===== src/include/diag_status_regs.vh =====
// Constants for the safety diagnosis status bank: register indices,
// fault bit positions, word reset value and width of the reset-request pulse.
// Assumes inclusion by bare name from design files under hw/.
`ifndef DIAG_STATUS_REGS_VH
`define DIAG_STATUS_REGS_VH

// Register indices on the programming interface address
`define REG_PROCESSING_FAULT 4'h0
`define REG_SUPPLY_FAULT     4'h1

// Processing fault word bit positions
`define PF_DSP_SELFCHECK  15
`define PF_NVM_CHECKSUM   14
`define PF_MEM_CHECKSUM   13
`define PF_TEMP_RANGE     12
`define PF_TEMP_REDUND    11
`define PF_HALL_SUPPLY    10
`define PF_OVERTEMP       9
`define PF_ADC_STUCK      7
`define PF_DECIM_FLOW     6
`define PF_MAG_HIGH       5
`define PF_MAG_LOW        4
`define PF_POS_HIGH       3
`define PF_POS_LOW        2
`define PF_HALL_CURRENT   1

// Supply fault word bit positions
`define SF_GP_ADC_A       14
`define SF_GP_ADC_B       12
`define SF_UNDERVOLT      11
`define SF_OVERVOLT       10
`define SF_ANALOG_V       9
`define SF_DIGITAL_V      8

// Reset values of both words
`define FAULT_WORD_RESET  16'h0000

// Width of the reset-request pulse in clock cycles
`define RESET_PULSE_CYCLES 4'h4

`endif


===== src/hw/fault_sync.v =====
// Three-stage synchroniser with agreement filter for a bundle of fault inputs.
// Assumes inputs come from outside the clk_sys domain.
`timescale 1ns/1ps
module fault_sync #(
  parameter WIDTH = 8                    // Number of fault lines
) (
  input  wire             clk_sys,       // System clock
  input  wire             reset_n,       // Asynchronous active-low reset
  input  wire [WIDTH-1:0] raw,           // Unsynchronised fault levels
  output reg  [WIDTH-1:0] clean          // Filtered, synchronised levels
);

  reg [WIDTH-1:0] stage1;                // First flop, read only by stage2
  reg [WIDTH-1:0] stage2;                // Second flop
  reg [WIDTH-1:0] stage3;                // Third flop

  // Shift chain; a line changes once stage2 and stage3 agree
  always @(posedge clk_sys or negedge reset_n) begin
    if (!reset_n) begin
      stage1 <= {WIDTH{1'b0}};
      stage2 <= {WIDTH{1'b0}};
      stage3 <= {WIDTH{1'b0}};
      clean  <= {WIDTH{1'b0}};
    end else begin
      stage1 <= raw;
      stage2 <= stage1;
      stage3 <= stage2;
      // Update only bits where the last two stages agree
      clean  <= (clean & ~(stage2 ~^ stage3)) | (stage2 & (stage2 ~^ stage3));
    end
  end

endmodule


===== src/hw/safety_diagnosis_status_bank.v =====
// Safety diagnosis status bank: collects self-test fault levels into two
// 16-bit read-only status words, flags faults to the output framer and
// requests a device reset for the critical supply faults.
// Assumes fault detectors drive levels from other domains, and the
// programming interface issues single-cycle reads with an index.
`timescale 1ns/1ps
`include "diag_status_regs.vh"

module safety_diagnosis_status_bank #(
  parameter CRIT_WIDTH = 8                      // Critical supply fault lines
) (
  input  wire                  clk_sys,         // System clock, 50 MHz
  input  wire                  reset_n,         // Asynchronous active-low reset
  input  wire                  dsp_selfcheck_fail,
  input  wire                  nvm_checksum_fail,
  input  wire                  mem_checksum_fail,
  input  wire                  temp_out_of_range,
  input  wire                  temp_redund_fail,
  input  wire                  hall_supply_high,
  input  wire                  overtemp_hw,
  input  wire [2:0]            adc_stuck,       // One line per channel converter
  input  wire                  decim_overflow,
  input  wire                  decim_underflow,
  input  wire                  mag_above_high,
  input  wire                  mag_below_low,
  input  wire                  pos_above_high,
  input  wire                  pos_below_low,
  input  wire                  hall_current_bad,
  input  wire                  gp_adc_error,
  input  wire                  supply_under,
  input  wire                  supply_over,
  input  wire                  analog_v_bad,
  input  wire                  digital_v_bad,
  input  wire [CRIT_WIDTH-1:0] crit_fault,      // Faults that reset the device
  input  wire                  rd_en,           // Read strobe from programming interface
  input  wire                  wr_en,           // Write strobe, ignored
  input  wire [3:0]            rd_index,        // Register index
  input  wire [15:0]           wr_data,         // Write data, ignored
  output reg  [15:0]           rd_data,         // Read data
  output reg                   rd_valid,        // Read answer strobe
  output reg                   fault_present,   // Any ordinary fault, toward output framer
  output reg                   output_suppress, // Hold output on severe fault
  output reg                   device_reset_req // Reset request pulse
);

  // Count of ordinary fault lines carried in the bundle
  localparam NFLT     = 22;                     // Ordinary fault levels

  // Position of each ordinary fault level inside the bundle.
  // The order matches the concatenation that builds raw_bundle,
  // so a line moved there must be moved here as well.
  localparam B_DSP    = 21;                     // Signal processor self-check
  localparam B_NVM    = 20;                     // Parameter store checksum
  localparam B_MEM    = 19;                     // Program and data memory checksum
  localparam B_TRNG   = 18;                     // Junction temperature range
  localparam B_TRED   = 17;                     // Redundant temperature sensor
  localparam B_HSUP   = 16;                     // Hall-plate supply too high
  localparam B_OTMP   = 15;                     // Hardware overtemperature
  localparam B_ADC_HI = 14;                     // Channel converter stuck, top line
  localparam B_ADC_LO = 12;                     // Channel converter stuck, bottom line
  localparam B_DOF    = 11;                     // Decimation filter overflow
  localparam B_DUF    = 10;                     // Decimation filter underflow
  localparam B_MHI    = 9;                      // Field above upper limit
  localparam B_MLO    = 8;                      // Field below lower limit
  localparam B_PHI    = 7;                      // Position above valid range
  localparam B_PLO    = 6;                      // Position below valid range
  localparam B_HCUR   = 5;                      // Hall-plate current out of range
  localparam B_GPADC  = 4;                      // General converter error
  localparam B_UV     = 3;                      // Supply undervoltage
  localparam B_OV     = 2;                      // Supply overvoltage
  localparam B_AV     = 1;                      // Internal analog voltage
  localparam B_DV     = 0;                      // Internal digital voltage

  wire [NFLT-1:0]       raw_bundle;             // All ordinary fault levels, unsynchronised
  wire [NFLT-1:0]       sync_bundle;            // Ordinary fault levels after filtering
  wire [CRIT_WIDTH-1:0] crit_sync;              // Synchronised critical faults
  reg  [15:0]           processing_fault_status; // First status word
  reg  [15:0]           supply_fault_status;    // Second status word (high byte)
  reg  [15:0]           next_processing;        // Next value of first word
  reg  [15:0]           next_supply;            // Next value of second word
  reg  [3:0]            reset_count;            // Reset pulse stretcher
  wire                  wr_unused;              // Writes have no target

  // Gather the ordinary fault levels into one bundle.
  // Each detector runs in its own domain, so nothing here is
  // trusted before it has passed the synchroniser below.
  assign raw_bundle = {dsp_selfcheck_fail, nvm_checksum_fail, mem_checksum_fail,
                       temp_out_of_range, temp_redund_fail, hall_supply_high, overtemp_hw,
                       adc_stuck, decim_overflow, decim_underflow, mag_above_high,
                       mag_below_low, pos_above_high, pos_below_low, hall_current_bad,
                       gp_adc_error, supply_under, supply_over, analog_v_bad,
                       digital_v_bad};

  // Synchroniser over all fault levels.
  // Critical faults ride on top of the bundle so that both groups
  // see the same filter and the same latency.
  fault_sync #(
    .WIDTH (NFLT + CRIT_WIDTH)
  ) u_sync (
    .clk_sys (clk_sys),
    .reset_n (reset_n),
    .raw     ({crit_fault, raw_bundle}),
    .clean   ({crit_sync, sync_bundle})
  );

  // Writes reach no storage; this only keeps the strobe and data read
  assign wr_unused = wr_en & (|wr_data);

  // Named synchronised lines, one per fault class.
  // Only these names are used below, never raw inputs,
  // so no status bit can see a half-settled level.
  wire       s_dsp   = sync_bundle[B_DSP];      // Self-check failed
  wire       s_nvm   = sync_bundle[B_NVM];      // Parameter checksum failed
  wire       s_mem   = sync_bundle[B_MEM];      // Memory checksum failed
  wire       s_trng  = sync_bundle[B_TRNG];     // Temperature out of range
  wire       s_tred  = sync_bundle[B_TRED];     // Redundant sensor implausible
  wire       s_hsup  = sync_bundle[B_HSUP];     // Hall supply high
  wire       s_otmp  = sync_bundle[B_OTMP];     // Overtemperature
  wire [2:0] s_adc   = sync_bundle[B_ADC_HI:B_ADC_LO]; // Stuck converters
  wire       s_dof   = sync_bundle[B_DOF];      // Filter overflow
  wire       s_duf   = sync_bundle[B_DUF];      // Filter underflow
  wire       s_mhi   = sync_bundle[B_MHI];      // Field high
  wire       s_mlo   = sync_bundle[B_MLO];      // Field low
  wire       s_phi   = sync_bundle[B_PHI];      // Position high
  wire       s_plo   = sync_bundle[B_PLO];      // Position low
  wire       s_hcur  = sync_bundle[B_HCUR];     // Hall current bad
  wire       s_gpadc = sync_bundle[B_GPADC];    // General converter error
  wire       s_uv    = sync_bundle[B_UV];       // Undervoltage
  wire       s_ov    = sync_bundle[B_OV];       // Overvoltage
  wire       s_av    = sync_bundle[B_AV];       // Analog voltage bad
  wire       s_dv    = sync_bundle[B_DV];       // Digital voltage bad

  // Build next status words from current fault levels.
  // Both words start from all zeros, so reserved positions and the
  // low byte of the supply word can never carry a stray one.
  // Bits follow the fault levels; they are not sticky, so a fault
  // that clears is gone from the word one register stage later.
  // The general converter error drives two positions at once;
  // a reader may trust either of them.
  // Build next status words from current fault levels
  always @* begin
    next_processing = `FAULT_WORD_RESET;
    next_supply     = `FAULT_WORD_RESET;
    next_processing[`PF_DSP_SELFCHECK] = s_dsp;
    next_processing[`PF_NVM_CHECKSUM]  = s_nvm;
    next_processing[`PF_MEM_CHECKSUM]  = s_mem;
    next_processing[`PF_TEMP_RANGE]    = s_trng;
    next_processing[`PF_TEMP_REDUND]   = s_tred;
    next_processing[`PF_OVERTEMP]      = s_otmp;
    next_processing[`PF_HALL_SUPPLY]   = s_hsup;
    next_processing[`PF_HALL_CURRENT]  = s_hcur;
    next_processing[`PF_ADC_STUCK]     = |s_adc;
    next_processing[`PF_DECIM_FLOW]    = s_dof | s_duf;
    next_processing[`PF_MAG_HIGH]      = s_mhi;
    next_processing[`PF_MAG_LOW]       = s_mlo;
    next_processing[`PF_POS_HIGH]      = s_phi;
    next_processing[`PF_POS_LOW]       = s_plo;
    next_supply[`SF_GP_ADC_A]          = s_gpadc;
    next_supply[`SF_GP_ADC_B]          = s_gpadc;
    next_supply[`SF_UNDERVOLT]         = s_uv;
    next_supply[`SF_OVERVOLT]          = s_ov;
    next_supply[`SF_ANALOG_V]          = s_av;
    next_supply[`SF_DIGITAL_V]         = s_dv;
  end

  // The status words are registered so that a read in any cycle
  // returns a whole, consistent word, never one half-updated.
  // Self-tests run during start-up and in operation alike, so the
  // words simply track the checks from the first cycle after reset.
  // Status words follow the checks continuously
  always @(posedge clk_sys or negedge reset_n) begin
    if (!reset_n) begin
      processing_fault_status <= `FAULT_WORD_RESET;
      supply_fault_status     <= `FAULT_WORD_RESET;
    end else begin
      processing_fault_status <= next_processing;
      supply_fault_status     <= next_supply;
    end
  end

  // Summary flags for the output framer.
  // fault_present is any bit of either word; output_suppress covers
  // the faults after which the measured value cannot be trusted.
  // fault_present is registered from the same next values as the words and output_suppress from the same synchronised lines,
  // so they rise and fall in the same cycle as the status bits.
  // Fault flags toward output framer
  always @(posedge clk_sys or negedge reset_n) begin
    if (!reset_n) begin
      fault_present   <= 1'b0;
      output_suppress <= 1'b0;
    end else begin
      fault_present   <= |next_processing | |next_supply;
      output_suppress <= s_dsp | s_nvm | s_mem | s_otmp | |s_adc;
    end
  end

  // The low byte of the supply word is never stored: those faults
  // reset the device at once, so no read could ever show them.
  // Instead any critical line raises a reset request that stands
  // while the fault stands and for a short tail after it, long
  // enough for a slow reset generator to catch it.
  // A new fault during the tail reloads the counter.
  // Critical faults stretch into a reset request
  always @(posedge clk_sys or negedge reset_n) begin
    if (!reset_n) begin
      reset_count      <= 4'h0;
      device_reset_req <= 1'b0;
    end else if (|crit_sync) begin
      reset_count      <= `RESET_PULSE_CYCLES;
      device_reset_req <= 1'b1;
    end else if (reset_count != 4'h0) begin
      reset_count      <= reset_count - 4'h1;
      device_reset_req <= (reset_count != 4'h1);
    end else begin
      device_reset_req <= 1'b0;
    end
  end

  // Read port of the programming interface.
  // A strobe taken at one edge is answered at the next edge, with
  // rd_valid standing one cycle and rd_data holding until the next
  // read. Reads may follow back to back. Both words are read-only:
  // nothing here looks at the write strobe. An index that names no
  // word answers with zero rather than leaving old data standing.
  // Read port; writes ignored, unmapped index reads zero
  always @(posedge clk_sys or negedge reset_n) begin
    if (!reset_n) begin
      rd_data  <= 16'h0000;
      rd_valid <= 1'b0;
    end else begin
      rd_valid <= rd_en;
      if (rd_en) begin
        case (rd_index)
          `REG_PROCESSING_FAULT: begin
            rd_data <= processing_fault_status;
          end
          `REG_SUPPLY_FAULT: begin
            rd_data <= {supply_fault_status[15:8], 8'h00};
          end
          default: begin
            rd_data <= 16'h0000;
          end
        endcase
      end
    end
  end

endmodule


===== config.mk =====
export PLATFORM = sky130hd
export DESIGN_NAME = safety_diagnosis_status_bank
export DESIGN_NICKNAME = d
export VERILOG_FILES = /design/src/hw/fault_sync.v /design/src/hw/safety_diagnosis_status_bank.v
export VERILOG_INCLUDE_DIRS = /design/src /design/src/include
export SDC_FILE = /design/constraint.sdc
export NUM_CORES = 1
export LEC_CHECK = 0
export BUFFER_PORTS_ARGS = -buffer_cell sky130_fd_sc_hd__buf_2
export CAP_MARGIN = 20
export CORE_AREA = 4 4 105 107
export DETAILED_ROUTE_END_ITERATION = 10
export DIE_AREA = 0 0 109 111
export PLACE_DENSITY = 0.72
export SETUP_SLACK_MARGIN = 0.02
export SLEW_MARGIN = 0
export SYNTH_ARGS = -nofsm -noshare
export SYNTH_HDL_FRONTEND = slang
export SYNTH_SLANG_ARGS = --single-unit

===== constraint.sdc =====
create_clock -name clk_sys -period 1.25 [get_ports clk_sys]
set_input_delay 0.0625 -clock clk_sys [delete_from_list [all_inputs] [get_ports clk_sys]]
set_output_delay 0.0625 -clock clk_sys [all_outputs]
set_load 0.01 [all_outputs]

Word-level counts from Yosys, hierarchy flattened
Cells that the tools add are included.
{ "totals": {"mem_count": 0, "ram_bits": 0, "output_inout_bits": 20, "word_cells": 38, "latch_bits": 0, "mem_bits_ro": 0, "register_bits": 163, "inputBits": 54} }
{ "classes": {"magnitude_cmp": 0, "n_addsub": 1, "n_div": 0, "reduce_logical": 7, "multipliers": 0, "n_shift": 0, "eq_ne": 2, "muxes": 5, "bitwise": 11} }
{ "ops": {"columns": ["op", "n"], "rows": [
  ["$and A30 B30 Y30", 2],
  ["$pmux W16 S2", 1],
  ["$not A30 Y30", 1],
  ["$or A30 B30 Y30", 1],
  ["$xnor A30 B30 Y30", 1],
  ["$reduce_or A16 Y1", 1],
  ["$mux W4", 2],
  ["$reduce_or A8 Y1", 1],
  ["$or A1 B1 Y1", 6],
  ["$reduce_or A5 Y1", 1],
  ["$eq A4 B1 Y1 const B", 1],
  ["$logic_not A4 Y1", 1],
  ["$ne A4 B1 Y1 const B", 1],
  ["$reduce_bool A4 Y1", 1],
  ["$sub A4 B1 Y4 const B", 1],
  ["$reduce_or A3 Y1", 1],
  ["$mux W1", 2],
  ["$reduce_bool A2 Y1", 1]
]} }

Depth between registers and ports, before layout
{ "depth": {"depth_word": 4, "mapped_depth": 5, "depth_no_buf": 5} }

Modules after synthesis
A second synthesis with hierarchy kept.
{ "unflattened": {"cells_unflattened": 251, "area_unflattened_um2": 4865.9} }
{ "modules_own_cells": {"columns": ["mod", "cells_per_inst", "area_per_inst_um2", "seq_area_each_um2", "n_inst"], "rows": [
  ["fault_sync", 150, 3340.7, 3002.9, 1],
  ["safety_diagnosis_status_bank", 101, 1525.2, 1051.0, 1]
]} }

Worst setup path after synthesis
No wires, ideal clock.
{ "synth_path": {"path_kind": "register to register", "startpoint": "register with a tool-made name", "endpoint": "register device_reset_req", "period_less_slack_ns": 1.376, "arrival_ns": 1.238, "n_path_buf": 0, "setup_ns": 0.139, "t_required_ns": 1.111, "setup_slack_ns": -0.126, "stages_incl_launch_ff": 4, "cell_sequence": "dfrtp_1 nor4_2 nand2_1 or4_1"} }
{ "synth_lines": {"columns": ["item", "line", "rtl"], "rows": [
  ["to (signal assigned)", "safety_diagnosis_status_bank.v:213", "device_reset_req <= (reset_count != 4'h1);"],
  ["to (decl)", "safety_diagnosis_status_bank.v:43", "output reg device_reset_req"]
]} }

==> key figures <==
Status
  • Status: finished, violations left
  • Failing checks: negative setup slack

Layout
  • Core Util, Final: 0.6495
  • Diodes inserted: 0
  • Fraction of layout cells with a size suffix above 1: 0.3300
  • Nets: 447
  • Area Overhead vs Synth: 36.42%
  • Non-Filler Instances: 539
  • Count of filler cells inserted in the layout: 697
  • Fin area: 6585 um2

Synthesis
  • Count leader, synth: dfrtp_1
  • Syn_area_per_cell: 19.23 um2
  • Synth warn: 0
  • Share of the yosys chip area belonging to registers: 0.8398
  • Post-synth EDFFs: 0
  • Cell variety after synth: 29
  • Top cells by count, synth: dfrtp_1 (162), maj3_1 (30), a22o_1 (9), o2bb2ai_1 (6), mux2i_1 (5)
  • Synth Register Bits: 162
  • Most used DFF post-synth: dfrtp_1
  • Yosys top cell by area: dfrtp_1
  • Post-Syn Instances: 251
  • Post-synthesis cell area: 4827 um2
  • Syn_nets: 308
  • Synth top area cells: dfrtp_1 (84%), maj3_1 (6.2%), a22o_1 (1.6%), o2bb2ai_1 (1.1%), mux2i_1 (1.0%)
  • Asr flop ratio synth: 1.000
  • Synth top area share: 0.8398

Global routing
  • Gr ovfl total: 0
  • Vias in the first global route: 2797
  • GRT Overall Usage: 0.1523
  • Grt met1 use: 0.1834
  • Largest net degree at the start of global routing: 46
  • First-pass GRT wire length: 13710 um
  • Met3 usage: 0.04718
  • Met2 Use GR: 0.2494
  • Initial antenna violation count: 0
  • Top Usage Layer GRT: met2

Floorplan
  • I/O pin total: 74
  • Core ar.: 10140 um2
  • Initial Util: 0.4761
  • # rows: 37
  • Die height: 111 um
  • DIE AREA: 12100 um2
  • Chip Width: 109 um

Setup path
  • CP endpoint kind: flip-flop
  • End point of the critical path: device_reset_req
  • CP required: 1630 ps
  • Reg2Reg Setup Slack: -130 ps
  • Worst Setup Path Type: reg -> reg
  • Reg2reg end: device_reset_req
  • Critical-path maximum fanout: 2
  • Crit path DAT: 1760 ps
  • Worst Setup Start Kind: flip-flop
  • Path depth of the worst reg2reg path: 3

Route
  • Drt total wl: 8201 um
  • Vias: 2491
  • Routed len/inst: 15.22 um
  • Drt drc: 0
  • Via density: 4.622
  • DRT Pass-1 Iters: 4
  • ANT nets after route: 0
  • Drt initial violations: 117

STA
  • Tcrit/Tclk final: 1.104
  • Actual slew at the worst max-slew pin: 512.0 ps
  • Max-slew headroom: 0.6583
  • Minimum clock period: 1380 ps
  • Final Max Slew Viols: 0
  • RSZ-0062 raised after global routing: true
  • Worst Skew: 5.200 ps
  • Post-route setup TNS: -326.8 ps
  • Max Clock Freq: 0.7245 GHz
  • Final setup viols: 5
  • Count of endpoints failing hold in the final timing report: 0
  • Final Worst Setup Slack: -130.3 ps

Placement
  • Pre-CTS setup slack: -149.7 ps
  • Cell Area, Placed: 5515 um2
  • Buffers added on ports: 55
  • Placed cell count: 468
  • GPL Wtd Cong: 0.7593
  • Hpwl dp: 5047 um

Run
  • Max Cap Viol: 0

Power
  • Leakage: 0.003004 uW
  • PwrDens: 1746 nW/um2
  • Peak VDD IR: 1.007 mV

CTS
  • Clock latency on the worst-skew pair: 510 ps
  • Reg clk slew, reported paths: 60 ps
  • CTS sink cnt: 162
  • Clk root buf: clkbuf_8
  • CTS tree: built
  • CTS H-tree depth: 4
  • CTS Buf Count: 17
  • Maximum clock path buffer count: 2

Min path
  • Min-delay worst type: in -> async
==> stage by stage <==
stage / hold WS [ps] / power (uW)
4_1_cts: 5.219 / 11610
3_3_place_gp: -30.30 / 6270
2_1_floorplan: -233.1 / 5937
6_report: 4.425 / 11490
3_5_place_dp: -27.30 / 6312
5_1_grt: 18.14 / 11970
==> cells in the final DEF, fill, tap and decap left out, types with 3 or more instances in the layout <==
master	count
a22o_1	9
buf_12	3
buf_2	53
buf_4	29
bufinv_16	3
clkbuf_16	16
clkbuf_8	4
clkinv_4	3
clkinvlp_4	3
dfrtp_1	162
dlygate4sd3_1	35
maj3_1	30
mux2i_1	5
nor4_1	3
o2bb2ai_1	6
==> area by class of cell <==
class	instances	area (um2)	share of cell area
sequential	162	4054	0.6156
timing repair buffer	123	928.4	0.1410
multi-input combinational	83	809.5	0.1229
clock buffer	21	459.2	0.06973
tap	136	170.2	0.02584
clock inverter	11	152.6	0.02318
inverter	3	11.26	0.001710
==> power by group <==
part	internal [uW]	switching [uW]	total, uW
clock	3210	1960	5170
combinational	332	249	581
sequential	5570	176	5750
total	9110	2380	11500
==> cell families (layout without fill, tap and decap cells) <==
logic type / count (synthesis) / count (layout) / share of synthesized area
AO/OA/AOI/OAI: 17 / 17 / 0.03033
XOR/XNOR: 3 / 3 / 0.005444
adder cells (fa/ha/maj): 33 / 33 / 0.06999
buffers and inverters: 7 / 158 / 0.007777
flip-flops: 162 / 162 / 0.8398
multiplexers: 5 / 5 / 0.01037
other: 1 / 1 / 0.0007769
AND/OR/NAND/NOR: 23 / 24 / 0.03551
==> worst min path at each step <==
| stage | start | endpoint | cells after the start |
|---|---|---|---|
| 2_1_floorplan | reset_n | asynchronous set/reset pin | 0 |
| 3_3_place_gp | reset_n | asynchronous set/reset pin | 1 |
| 3_5_place_dp | reset_n | asynchronous set/reset pin | 1 |
| 4_1_cts | reset_n | asynchronous set/reset pin | 2 |
| 5_1_grt | reset_n | asynchronous set/reset pin | 2 |
| 6_report | reset_n | asynchronous set/reset pin | 2 |
==> routing by layer <==
layer  wire length, um  part of all wire
met3               307             0.037
met5                 0                 0
met2              4348              0.53
met4               210             0.026
met1              3335              0.41
==> worst max-delay path, stage by stage, from the launching register on <==
cell     delay, ps
dfrtp_1        410
nor4_4         330
nand2_1        110
or4_1          410
==> repair_timing <==
action	in CTS	in global routing
resized for setup	12	2
gates cloned	0	1
hold buffers	36	0
pin swaps	2	5
setup buffers	1	2
hold endpoints to repair	196	0
endpoints found under the setup margin	6	9
(Power assumes the default switching activity.)
